`src/inc/e1ev_pkg.sv`:
```
// Constants, field layout and types of the E1 receive framer event block
package e1ev_pkg;
    // ------------------------------------------------------------
    // Register indices (byte address is four times the index)
    // ------------------------------------------------------------
    localparam logic [7:0] IDX_FERR_CNT = 8'h4C;
    localparam logic [7:0] IDX_MODE = 8'h4E;
    localparam logic [7:0] IDX_STATUS = 8'h4F;
    localparam logic [7:0] IDX_EN0 = 8'h50;
    localparam logic [7:0] IDX_EN1 = 8'h51;
    localparam logic [7:0] IDX_FLAG0 = 8'h52;
    localparam logic [7:0] IDX_FLAG1 = 8'h53;
    // ------------------------------------------------------------
    // Reset values
    // ------------------------------------------------------------
    localparam logic [7:0] RST_EN = 8'h00;
    localparam logic [7:0] RST_FLAG = 8'h00;
    localparam logic [7:0] RST_MODE = 8'h00;
    localparam logic [4:0] RST_STATUS = 5'h0D;
    // ------------------------------------------------------------
    // Field positions
    // ------------------------------------------------------------
    localparam int B_EXCESS = 5;
    localparam int B_IWK = 4;
    localparam int B_SMF_LOSS = 3;
    localparam int B_CMF_LOSS = 2;
    localparam int B_OFF_LOSS = 1;
    localparam int B_FRM_LOSS = 0;
    localparam int B_SMF_START = 7;
    localparam int B_SUBMF_START = 6;
    localparam int B_SMF_PAT = 5;
    localparam int B_CMF_START = 4;
    localparam int B_CMF_PAT = 3;
    localparam int B_CRC4 = 2;
    localparam int B_FWORD = 1;
    localparam int B_ALIGN = 0;
    localparam int B_ODD_SEL = 4;
    localparam int B_WHOLE_SEL = 3;
    // ------------------------------------------------------------
    // Patterns, limits and timing
    // ------------------------------------------------------------
    localparam logic [3:0] SMF_PATTERN = 4'h0;
    localparam logic [5:0] CMF_PATTERN = 6'h0B;
    localparam logic [6:0] FAS_PATTERN = 7'h1B;
    localparam logic [9:0] EXCESS_LIMIT = 10'h393;
    localparam int CLK_HZ = 20000000;
    localparam int WINDOW_S = 1;
    localparam int WINDOW_CYC = WINDOW_S * CLK_HZ;
    // ------------------------------------------------------------
    // Types
    // ------------------------------------------------------------
    typedef enum logic [1:0] {CK_WAIT, CK_FIRST, CK_RUN} e1ev_ck_t;
endpackage

```
`src/inc/e1ev_crc_if.sv`:
```
// Line stream from the event block to its CRC-4 checker
`timescale 1ns/100ps
`default_nettype none
interface e1ev_crc_if;
    logic bit_en;
    logic rx_bit;
    logic submf_first;
    logic cbit;
    logic sync;
    logic err;
    modport chk (input bit_en, rx_bit, submf_first, cbit, sync,
        output err);
    modport src (output bit_en, rx_bit, submf_first, cbit, sync,
        input err);
endinterface
`default_nettype wire

```
`src/hw/e1ev_top.sv`:
```
// Event flags, masks and interrupt of the E1 receive framer
//
// Added by the designer: the Wishbone slave port.
`timescale 1ns/100ps
`default_nettype none
module e1ev_top
#(
    parameter int WIN_CYC = e1ev_pkg::WINDOW_CYC,
    parameter int POS_W = 8
)
(
    // Clock and reset
    input wire logic clk_i,
    input wire logic rst_i,
    // Wishbone slave
    input wire logic wb_cyc_i,
    input wire logic wb_stb_i,
    input wire logic wb_we_i,
    input wire logic [9:0] wb_adr_i,
    input wire logic [3:0] wb_sel_i,
    input wire logic [31:0] wb_dat_i,
    output logic [31:0] wb_dat_o,
    output logic wb_ack_o,
    // Alignment states from the framer
    input wire logic interwork_state_i,
    input wire logic sig_mf_loss_state_i,
    input wire logic crc_mf_loss_state_i,
    input wire logic offline_loss_state_i,
    input wire logic frame_loss_state_i,
    // Line bit stream and positions
    input wire logic line_bit_en_i,
    input wire logic line_bit_i,
    input wire logic sig_mf_first_i,
    input wire logic crc_submf_first_i,
    input wire logic crc_mf_first_i,
    input wire logic crc_cbit_i,
    // Extracted alignment words
    input wire logic sig_mf_word_vld_i,
    input wire logic [3:0] sig_mf_word_i,
    input wire logic crc_mf_word_vld_i,
    input wire logic [5:0] crc_mf_word_i,
    input wire logic fas_word_vld_i,
    input wire logic [6:0] fas_word_i,
    input wire logic nfas_vld_i,
    input wire logic nfas_bit_i,
    input wire logic align_found_i,
    input wire logic [POS_W-1:0] align_pos_i,
    // Interrupt
    output logic irq_n_o
);
    localparam int WC_W = $clog2(WIN_CYC + 1);

    generate
        if (WIN_CYC < 1024 || POS_W < 1)
        begin : g_bad_param
            $error("window must hold the excess limit; POS_W >= 1");
        end
    endgenerate

    // ------------------------------------------------------------
    // Register bus
    // ------------------------------------------------------------
    logic ack_r;
    logic wr_w;
    logic [7:0] wd_w;
    logic [7:0] idx_w;
    logic [7:0] en0_r;
    logic [7:0] en1_r;
    logic [7:0] mode_r;
    logic [7:0] flags0_r;
    logic [7:0] flags1_r;
    logic [7:0] set0_w;
    logic [7:0] set1_w;
    logic [4:0] st_prev_r;
    logic [7:0] ferr_cnt_r;
    logic [7:0] rd_w;

    function automatic logic hit(input logic [7:0] idx,
        input logic [7:0] reg_idx);
        hit = idx == reg_idx;
    endfunction

    // Hardware set wins over a clear in the same cycle
    function automatic logic [7:0] w1c(input logic [7:0] old,
        input logic [7:0] set, input logic [7:0] clr);
        w1c = (old & ~clr) | set;
    endfunction

    function automatic logic [2:0] ones7(input logic [6:0] v);
        logic [2:0] n;
        n = 3'h0;
        for (int k = 0; k < 7; k++)
            n = n + {2'h0, v[k]};
        ones7 = n;
    endfunction

    assign idx_w = wb_adr_i[9:2];
    // Writes take effect on the edge that ends the ack cycle
    assign wr_w = wb_cyc_i && wb_stb_i && wb_we_i && ack_r && wb_sel_i[0];
    assign wd_w = wb_dat_i[7:0];

    always_ff @(posedge clk_i)
    begin
        if (rst_i)
            ack_r <= 1'b0;
        else
            ack_r <= wb_cyc_i && wb_stb_i && !ack_r;
    end

    always_comb
    begin
        rd_w = 8'h00;
        case (idx_w)
            e1ev_pkg::IDX_FERR_CNT: rd_w = ferr_cnt_r;
            e1ev_pkg::IDX_MODE: rd_w = mode_r;
            e1ev_pkg::IDX_STATUS: rd_w = {3'h0, st_prev_r};
            e1ev_pkg::IDX_EN0: rd_w = en0_r;
            e1ev_pkg::IDX_EN1: rd_w = en1_r;
            e1ev_pkg::IDX_FLAG0: rd_w = flags0_r;
            e1ev_pkg::IDX_FLAG1: rd_w = flags1_r;
            default: rd_w = 8'h00;
        endcase
    end

    always_ff @(posedge clk_i)
    begin
        if (rst_i)
            wb_dat_o <= 32'h00000000;
        else
            wb_dat_o <= {24'h000000, rd_w};
    end

    assign wb_ack_o = ack_r;

    always_ff @(posedge clk_i)
    begin
        if (rst_i)
        begin
            en0_r <= e1ev_pkg::RST_EN;
            en1_r <= e1ev_pkg::RST_EN;
            mode_r <= e1ev_pkg::RST_MODE;
        end
        else if (wr_w)
        begin
            if (hit(idx_w, e1ev_pkg::IDX_EN0))
                en0_r <= {2'h0, wd_w[5:0]};
            if (hit(idx_w, e1ev_pkg::IDX_EN1))
                en1_r <= wd_w;
            if (hit(idx_w, e1ev_pkg::IDX_MODE))
                mode_r <= {3'h0, wd_w[4:3], 3'h0};
        end
    end

    // ------------------------------------------------------------
    // Alignment state changes
    // ------------------------------------------------------------
    logic [4:0] st_now_w;

    assign st_now_w = {interwork_state_i, sig_mf_loss_state_i,
        crc_mf_loss_state_i, offline_loss_state_i, frame_loss_state_i};

    always_ff @(posedge clk_i)
    begin
        if (rst_i)
            st_prev_r <= e1ev_pkg::RST_STATUS;
        else
            st_prev_r <= st_now_w;
    end

    // ------------------------------------------------------------
    // Excessive CRC-4 errors in fixed one-second windows
    // ------------------------------------------------------------
    e1ev_crc_if crc_if();
    logic [WC_W-1:0] win_r;
    logic [9:0] crc_cnt_r;
    logic win_end_w;
    logic excess_w;

    assign crc_if.bit_en = line_bit_en_i;
    assign crc_if.rx_bit = line_bit_i;
    assign crc_if.submf_first = crc_submf_first_i;
    assign crc_if.cbit = crc_cbit_i;
    assign crc_if.sync = !crc_mf_loss_state_i;

    e1ev_crc4_chk u_crc
    (
        .clk_i(clk_i),
        .rst_i(rst_i),
        .lnk(crc_if)
    );

    assign win_end_w = win_r == WC_W'(WIN_CYC - 1);
    // Fires once, on the error that brings the count to the limit
    assign excess_w = crc_if.err && !crc_mf_loss_state_i
        && crc_cnt_r == e1ev_pkg::EXCESS_LIMIT - 10'h001 && !win_end_w;

    always_ff @(posedge clk_i)
    begin
        if (rst_i || win_end_w)
            win_r <= '0;
        else
            win_r <= win_r + 1'b1;
    end

    always_ff @(posedge clk_i)
    begin
        if (rst_i || crc_mf_loss_state_i)
            crc_cnt_r <= 10'h000;
        else if (win_end_w)
            crc_cnt_r <= {9'h000, crc_if.err};
        else if (crc_if.err && crc_cnt_r != e1ev_pkg::EXCESS_LIMIT)
            crc_cnt_r <= crc_cnt_r + 10'h001;
    end

    // ------------------------------------------------------------
    // Frame word errors and alignment position
    // ------------------------------------------------------------
    logic [2:0] fas_bits_w;
    logic fas_bad_w;
    logic nfas_bad_w;
    logic [3:0] fevents_w;
    logic [POS_W-1:0] pos_r;
    logic have_pos_r;
    logic moved_w;

    assign fas_bits_w = ones7(fas_word_i ^ e1ev_pkg::FAS_PATTERN);
    assign fas_bad_w = fas_word_vld_i && !frame_loss_state_i
        && fas_bits_w != 3'h0;
    assign nfas_bad_w = nfas_vld_i && !frame_loss_state_i && !nfas_bit_i
        && mode_r[e1ev_pkg::B_ODD_SEL];

    // Bit mode counts every wrong bit, word mode one per word
    always_comb
    begin
        fevents_w = {3'h0, nfas_bad_w};
        if (fas_bad_w)
        begin
            if (mode_r[e1ev_pkg::B_WHOLE_SEL])
                fevents_w = fevents_w + 4'h1;
            else
                fevents_w = fevents_w + {1'b0, fas_bits_w};
        end
    end

    always_ff @(posedge clk_i)
    begin
        if (rst_i)
            ferr_cnt_r <= 8'h00;
        else
            ferr_cnt_r <= ferr_cnt_r + {4'h0, fevents_w};
    end

    assign moved_w = align_found_i && have_pos_r && align_pos_i != pos_r;

    always_ff @(posedge clk_i)
    begin
        if (rst_i)
        begin
            pos_r <= '0;
            have_pos_r <= 1'b0;
        end
        else if (align_found_i)
        begin
            pos_r <= align_pos_i;
            have_pos_r <= 1'b1;
        end
    end

    // ------------------------------------------------------------
    // Sticky flags and interrupt
    // ------------------------------------------------------------
    logic sig_sync_w;
    logic crc_sync_w;

    assign sig_sync_w = !sig_mf_loss_state_i;
    assign crc_sync_w = !crc_mf_loss_state_i;

    always_comb
    begin
        set0_w = 8'h00;
        set0_w[e1ev_pkg::B_EXCESS] = excess_w;
        set0_w[4:0] = st_now_w ^ st_prev_r;
        set1_w = 8'h00;
        set1_w[e1ev_pkg::B_SMF_START] = line_bit_en_i && sig_mf_first_i
            && sig_sync_w;
        set1_w[e1ev_pkg::B_SUBMF_START] = line_bit_en_i
            && crc_submf_first_i && crc_sync_w;
        set1_w[e1ev_pkg::B_SMF_PAT] = sig_mf_word_vld_i && sig_sync_w
            && sig_mf_word_i != e1ev_pkg::SMF_PATTERN;
        set1_w[e1ev_pkg::B_CMF_START] = line_bit_en_i && crc_mf_first_i
            && crc_sync_w;
        set1_w[e1ev_pkg::B_CMF_PAT] = crc_mf_word_vld_i && crc_sync_w
            && crc_mf_word_i != e1ev_pkg::CMF_PATTERN;
        set1_w[e1ev_pkg::B_CRC4] = crc_if.err;
        set1_w[e1ev_pkg::B_FWORD] = fas_bad_w || nfas_bad_w;
        set1_w[e1ev_pkg::B_ALIGN] = moved_w;
    end

    always_ff @(posedge clk_i)
    begin
        if (rst_i)
        begin
            flags0_r <= e1ev_pkg::RST_FLAG;
            flags1_r <= e1ev_pkg::RST_FLAG;
        end
        else
        begin
            flags0_r <= w1c(flags0_r, set0_w,
                (wr_w && hit(idx_w, e1ev_pkg::IDX_FLAG0)) ? wd_w : 8'h00);
            flags1_r <= w1c(flags1_r, set1_w,
                (wr_w && hit(idx_w, e1ev_pkg::IDX_FLAG1)) ? wd_w : 8'h00);
        end
    end

    always_ff @(posedge clk_i)
    begin
        if (rst_i)
            irq_n_o <= 1'b1;
        else
            irq_n_o <= !(|(flags0_r & en0_r) || |(flags1_r & en1_r));
    end
endmodule
`default_nettype wire

```
`src/hw/e1ev_crc4_chk.sv`:
```
// CRC-4 checker over received sub-multiframes
`timescale 1ns/100ps
`default_nettype none
module e1ev_crc4_chk
(
    // Clock and reset
    input wire logic clk_i,
    input wire logic rst_i,
    // Line stream
    e1ev_crc_if.chk lnk
);
    e1ev_pkg::e1ev_ck_t state_r;
    logic [3:0] crc_r;
    logic [3:0] held_r;
    logic [3:0] rx_c_r;
    logic err_r;
    logic edge_w;
    logic din_w;

    // C bits enter the remainder as zero
    function automatic logic [3:0] crc_step(input logic [3:0] c,
        input logic d);
        logic fb;
        fb = d ^ c[3];
        crc_step = {c[2], c[1], c[0] ^ fb, fb};
    endfunction

    assign edge_w = lnk.bit_en & lnk.submf_first;
    assign din_w = lnk.cbit ? 1'b0 : lnk.rx_bit;

    // ------------------------------------------------------------
    // Lock sequence: two boundaries before the first comparison
    // ------------------------------------------------------------
    always_ff @(posedge clk_i)
    begin
        if (rst_i || !lnk.sync)
            state_r <= e1ev_pkg::CK_WAIT;
        else if (edge_w)
        begin
            case (state_r)
                e1ev_pkg::CK_WAIT: state_r <= e1ev_pkg::CK_FIRST;
                e1ev_pkg::CK_FIRST: state_r <= e1ev_pkg::CK_RUN;
                e1ev_pkg::CK_RUN: state_r <= e1ev_pkg::CK_RUN;
                default: state_r <= e1ev_pkg::CK_WAIT;
            endcase
        end
    end

    // ------------------------------------------------------------
    // Remainder and received check bits
    // ------------------------------------------------------------
    always_ff @(posedge clk_i)
    begin
        if (rst_i)
        begin
            crc_r <= 4'h0;
            held_r <= 4'h0;
            rx_c_r <= 4'h0;
        end
        else if (lnk.bit_en)
        begin
            if (lnk.submf_first)
            begin
                held_r <= crc_r;
                crc_r <= crc_step(4'h0, din_w);
                rx_c_r <= lnk.cbit ? {3'h0, lnk.rx_bit} : 4'h0;
            end
            else
            begin
                crc_r <= crc_step(crc_r, din_w);
                if (lnk.cbit)
                    rx_c_r <= {rx_c_r[2:0], lnk.rx_bit};
            end
        end
    end

    // Check bits of one sub-multiframe ride in the next one
    always_ff @(posedge clk_i)
    begin
        if (rst_i)
            err_r <= 1'b0;
        else
            err_r <= edge_w && lnk.sync && state_r == e1ev_pkg::CK_RUN
                && held_r != rx_c_r;
    end

    assign lnk.err = err_r;
endmodule
`default_nettype wire

```
`config.mk`:
```
export PLATFORM = sky130hd
export DESIGN_NAME = e1ev_top
export DESIGN_NICKNAME = d
export VERILOG_FILES = /design/src/inc/e1ev_pkg.sv /design/src/inc/e1ev_crc_if.sv /design/src/hw/e1ev_top.sv /design/src/hw/e1ev_crc4_chk.sv
export SDC_FILE = /design/constraint.sdc
export NUM_CORES = 1
export LEC_CHECK = 0
export ABC_AREA = 1
export BUFFER_PORTS_ARGS = -buffer_cell sky130_fd_sc_hd__buf_4
export CORE_ASPECT_RATIO = 1.5
export CORE_MARGIN = 2
export CORE_UTILIZATION = 50
export DETAILED_ROUTE_END_ITERATION = 8
export PLACE_DENSITY_LB_ADDON = 0.3
export SKIP_CTS_REPAIR_TIMING = 1
export SYNTH_ARGS = -nofsm -noshare
export SYNTH_HDL_FRONTEND = slang
export SYNTH_HIERARCHICAL = 1
export SYNTH_SLANG_ARGS = --single-unit
export TNS_END_PERCENT = 10
```
`constraint.sdc`:
```
create_clock -name clk_i -period 3.95 [get_ports clk_i]
set_clock_uncertainty 0.05 [all_clocks]
set_input_delay 0.1975 -clock clk_i [delete_from_list [all_inputs] [get_ports clk_i]]
set_output_delay 0.1975 -clock clk_i [all_outputs]
set_load 0.05 [all_outputs]
```
# After elaboration in Yosys (flattened, before gate mapping)
# Cells that the tools add are included.
# classes
n_addsub	11
eq_ne	15
mux	13
bitwise_logic	13
n_reduce_logical	56
# ops
operator	count
8-bit by 7-bit == test with 1-bit output, second input constant	7
8-bit one-hot mux with 7 select lines	1
1-bit logical AND	31
25-bit by 1-bit adder with 25-bit output, second input constant	1
25-bit == test, second input constant	1
8-bit AND	3
4-bit two-way mux	5
8-bit two-way mux	2
8-bit NOT	2
8-bit OR reduction	2
3-bit by 1-bit adder with 3-bit output	4
10-bit by 1-bit adder with 10-bit output, second input constant	1
10-bit == test, second input constant	1
10-bit != test, second input constant	1
2-bit AND reduction	5
8-bit by 4-bit adder with 8-bit output	1
8-bit by 6-bit AND with 8-bit output	1
8-bit != test	1
8-bit by 6-bit bitwise OR with 8-bit output	1
8-bit bitwise OR	1
1-bit zero test	7
6-bit by 4-bit != test with 1-bit output, second input constant	1
5-bit XOR	1
1-bit by 3-bit adder with 4-bit output	1
other kinds (17)	26
# totals
reg_bits	138
inputBits	93
out_inout_bits	34
elab_cells	129

# Longest topological paths before layout
# logic_depth
ltp_word	11
mapped_depth	20
ltp_nobuf	20

# Cells and area by module
# The synthesis kept the hierarchy.
# by_module_without_submodules
mod	instances	cells_each	area_each_um2	seq_area_each_um2
e1ev_top	1	843	5705.5	1981.9
e1ev_crc4_chk	1	86	674.4	300.3

# Worst setup path after synthesis
# No wires, ideal clock.
# synth_path
kind	input to register
startpoint	input port fas_word_i[2]
endpoint	register ferr_cnt_r[6]
setup_ns	0.117
arrival_ns	3.443
required_time_ns	3.783
slack_ns	0.340
cell_stages	19
n_path_buf	0
cell_sequence	fa_1 fa_1 fa_1 inv_1 fa_1 nand3b_1 nand3_1 nand2_1 inv_1 a21oi_1 ha_1 inv_1 fa_1 inv_1 nand3_1 nand2_1 nand2_1 o21ai_0 nor2_1
# synth_via
elab_chain_len	9
word_cells_on_any_way	11
cone_classes	add/sub: 7; mux: 2; reduce/logical: 2
# synth_rtl
item	line	text
start, declared	e1ev_top.sv:43	input wire logic [6:0] fas_word_i,
2-bit by 1-bit adder with 3-bit output (*)	e1ev_top.sv:93	n = n + {2'h0, v[k]};
3-bit by 1-bit adder with 3-bit output (*) (4 in series)	e1ev_top.sv:93	
1-bit by 3-bit adder with 4-bit output or 3-bit nonzero test (tied branches)	e1ev_top.sv:241, e1ev_top.sv:228	
4-bit two-way mux or 1-bit logical AND (tied branches)	e1ev_top.sv:238, e1ev_top.sv:228	
4-bit two-way mux (*)	e1ev_top.sv:236	if (fas_bad_w)
8-bit by 4-bit adder with 8-bit output (*)	e1ev_top.sv:250	ferr_cnt_r <= ferr_cnt_r + {4'h0, fevents_w};
end signal, assigned	e1ev_top.sv:250	
end, declared	e1ev_top.sv:75	logic [7:0] ferr_cnt_r;
# Every way passes the cells marked *; elsewhere a longest branch is shown, timed or not.
# A chain may end at the register's enable or synchronous reset.

# Final worst setup path
# Ends and elaborated chain as after synthesis.

==> summary.txt <==
Detailed routing
  – Routed via count: 5942
  – Wire per inst: 12.9 µm
  – Routed WL: 15300 µm
  – Post-DRT Antenna Nets: 0
  – Drt drc: 0
  – DRT Pass-1 Iters: 4
  – Vias/cell: 5.02
  – DRT iter0 DRCs: 303

STA
  – Final Max Slew Viols: 0
  – Setup tns final: 0 ps
  – Period utilisation layout: 89.3%
  – Minimum clock period: 3530 ps
  – Slew @ Worst Pin: 910 ps
  – Final hold vios: 1
  – RSZ-0062 raised after global routing: false
  – Fmax: 283 MHz
  – Final setup viols: 0
  – Worst hold slack: -16.2 ps
  – Max transition margin: 39.1%

Floorplanning
  – Die Y: 142 µm
  – Boundary Pins: 127
  – Initial Util: 51.2%
  – Die X: 96.2 µm
  – Die area: 13700 µm²
  – Core box area: 12400 µm²
  – Row Count: 50

Worst setup path
  – CP Capture Type: flip-flop
  – WP data required: 4200 ps
  – Worst EP arrival: 3780 ps
  – Slowest stage delay, CP: 540 ps
  – Crit path kind: input port to flip-flop
  – FF-to-FF Start: mode_r[4]
  – Slowest stage cell, crit path: fa_1
  – Reg2reg path depth: 14
  – Worst R2R End: ferr_cnt_r[6]
  – CP startpoint: fas_word_i[2]
  – Critical Path Fanout Max: 3
  – Setup slack, reg-to-reg: 1630 ps
  – Most used cell, CP: fa_1
  – CP Launch Type: input port
  – CP cell instances: buf_4, fa_1, fa_1, fa_1, inv_1, fa_1, nand3b_1, nand3_1, nand2_1, inv_1, a21oi_1, ha_1, inv_1, fa_1, inv_1, nand3_1, nand2_1, nand2_1, o21ai_0, nor2_1

Power
  – Reg power frac: 40.1%
  – Maximum VDD drop: 325 µV
  – Sw Ratio: 24.8%
  – Internal power: 2.27 mW
  – Psw: 0.749 mW
  – Logic pwr share: 10.1%
  – Total power: 3.02 mW
  – Clock power share: 49.7%
  – Leakage power figure: 3.40 nW
  – Pwr dens: 396 nW/µm²

Finish
  – Layout cell share with drive strength beyond 1: 14.5%
  – Leading cell type in the layout, fill and taps excluded: nand2_1
  – Area Growth Syn to Fin: 19.3%
  – Antenna cells: 0
  – Fillers: 1165
  – Most frequent cells in the layout: 237 x nand2_1, 127 x nor2_1, 114 x dfxtp_1, 112 x inv_1, 75 x buf_4
  – Finished Layout Cells: 1184
  – Nets: 1126

Place
  – Placed Instances: 1143
  – Hpwl dp: 11100 µm
  – Input/output buffers: 73
  – Gpl congestion: 0.889

Run status
  – Status: complete, but fails checks
  – Failing checks: negative hold slack

Global routing
  – Gr usage total: 23.7%
  – Largest net degree at the start of global routing: 43
  – Vias in the first global route: 5632
  – First-pass GRT wire length: 25300 µm
  – Initial antenna violation count: 0
  – Grt ovf: 0

Synthesis
  – Asr flop ratio synth: 0%
  – Post-synthesis sequential area ratio: 35.8%
  – Top post-synthesis cells by area: dfxtp_1 36%, nand2_1 14%, nor2_1 7.5%, inv_1 6.6%, nand3_1 5.5%
  – Synth warn: 6
  – Netlist Area Pre-Place: 6380 µm²
  – Post-synth cell types: 40
  – Syn_area_per_cell: 6.87 µm²
  – EDFF count, synth: 0
  – Flops & latches, synth: 114
  – Post-synthesis cell count: 929
  – Cell taking the most area after synthesis: dfxtp_1
  – Top cell type's share of synthesized area: 35.8%
  – Synth Flop Type: dfxtp_1

Hold path
  – Min-Delay Path Class: input port to flip-flop
  – HP Start: align_pos_i[3]
  – Worst-case hold path end point: pos_r[3]
  – Hold depth: 3

Clock network
  – Sink Count: 114
  – Clock Pin Slew Worst Setup and Hold Paths: 60 ps
  – CTS Buffer Depth: 2
  – CTS H-Tree Depth: 4
  – CTS tree: done
  – Clock Tree Root: clkbuf_16
  – CTS Buf Count: 17
  – Worst skew pair latency: 410 ps

Run
  – Max cap viols: 0
## how the worst max path moves through the flow
stage / to / cells after the start
detailed placement: ferr_cnt_r[6] / 20
floorplan: ferr_cnt_r[6] / 19
global placement: ferr_cnt_r[6] / 20
global route: ferr_cnt_r[6] / 20
CTS: ferr_cnt_r[6] / 20
finish: ferr_cnt_r[6] / 20
## metrics by stage
| stage | hold slack (ps) | cell area, µm² | setup WS (ps) | util (%) |
|---|---|---|---|---|
| 4_1_cts | -59.9 | 7500 | 431 | 60.3 |
| 3_3_place_gp | 368 | 6920 | 61.8 | 55.6 |
| 3_5_place_dp | 375 | 6920 | -2.96 | 55.6 |
| 5_1_grt | 0.181 | 7610 | 127 | 61.1 |
| 2_1_floorplan | 217 | 6470 | 340 | - |
| 6_report | -16.2 | 7610 | 422 | 61.1 |
## metal layers
layer | vias to the layer above | GRT usage, % | share of wire [%]
li1 | 3062 | - | -
met1 | 2710 | 25.9 | 40
met2 | 134 | 41.9 | 53
met3 | 36 | 5.35 | 4.4
met4 | 0 | 11.7 | 3.2
met5 | - | 0 | 0
## sequential cells by signal, summed over array words and instances, names as in the netlist, 4 cells and up
name and flops:
pos_r 8, win_r 25, u_crc/held_r 4, wb_dat_o 8, flags0_r 8, u_crc/rx_c_r 4, en0_r 6, st_prev_r 5
ferr_cnt_r 8, crc_cnt_r 10, u_crc/crc_r 4, flags1_r 8, en1_r 8
## critical path, delay by kind of cell
kind | cells | cell delay (ps)
and+or+nand+nor | 7 | 640
AOI/OAI and AO/OA | 2 | 270
adders and majority gates | 6 | 2290
buffers and inverters | 5 | 380
## Yosys cell counts (2+ instances only)
| library cell | count |
|---|---|
| o21ai_1 | 3 |
| xnor2_1 | 18 |
| nor3_1 | 7 |
| clkbuf_1 | 4 |
| nor2_8 | 3 |
| dfxtp_1 | 114 |
| nand3_1 | 70 |
| ha_1 | 11 |
| nor2_4 | 6 |
| nand2_2 | 2 |
| fa_1 | 5 |
| inv_2 | 5 |
| a21oi_2 | 6 |
| nand2_1 | 237 |
| nand2_4 | 8 |
| buf_6 | 5 |
| nor2_1 | 127 |
| buf_2 | 5 |
| nand4_1 | 15 |
| a22o_1 | 2 |
| a31oi_1 | 5 |
| nor2_2 | 10 |
| a21oi_1 | 56 |
| inv_1 | 112 |
| buf_4 | 24 |
| xor2_1 | 13 |
| o21ai_0 | 40 |
| nor3b_1 | 2 |
| nand3b_1 | 3 |
## logic make-up after synthesis
family                   synth area share [%]
AO/OA/AOI/OAI                            9.47
XOR/XNOR                                 4.26
adder cells (fa/ha/maj)                  3.73
buffers and inverters                    11.8
flip-flops                               35.8
other                                  0.0588
AND/OR/NAND/NOR                          34.9
## final cells by class
type                    count  area [µm²]  area share [%]
clock buffers              21         470            6.18
repair buffers             86         673            8.84
inverters                 119         454            5.97
multi-input cells         679        3430            45.0
well taps                 156         195            2.56
clock inverters             9         108            1.41
flip-flops and latches    114        2280            30.0
## power groups by stage
| stage | logic, mW | registers, mW | clock network, mW |
|---|---|---|---|
| 6_report | 0.306 | 1.21 | 1.50 |
| 5_1_grt | 0.342 | 1.21 | 1.58 |
| 4_1_cts | 0.299 | 1.21 | 1.51 |
| 3_5_place_dp | 0.297 | 1.23 | 0 |
| 3_3_place_gp | 0.293 | 1.23 | 0 |
| 2_1_floorplan | 0.223 | 1.23 | 0 |
Power figures use the tool's default switching activity.
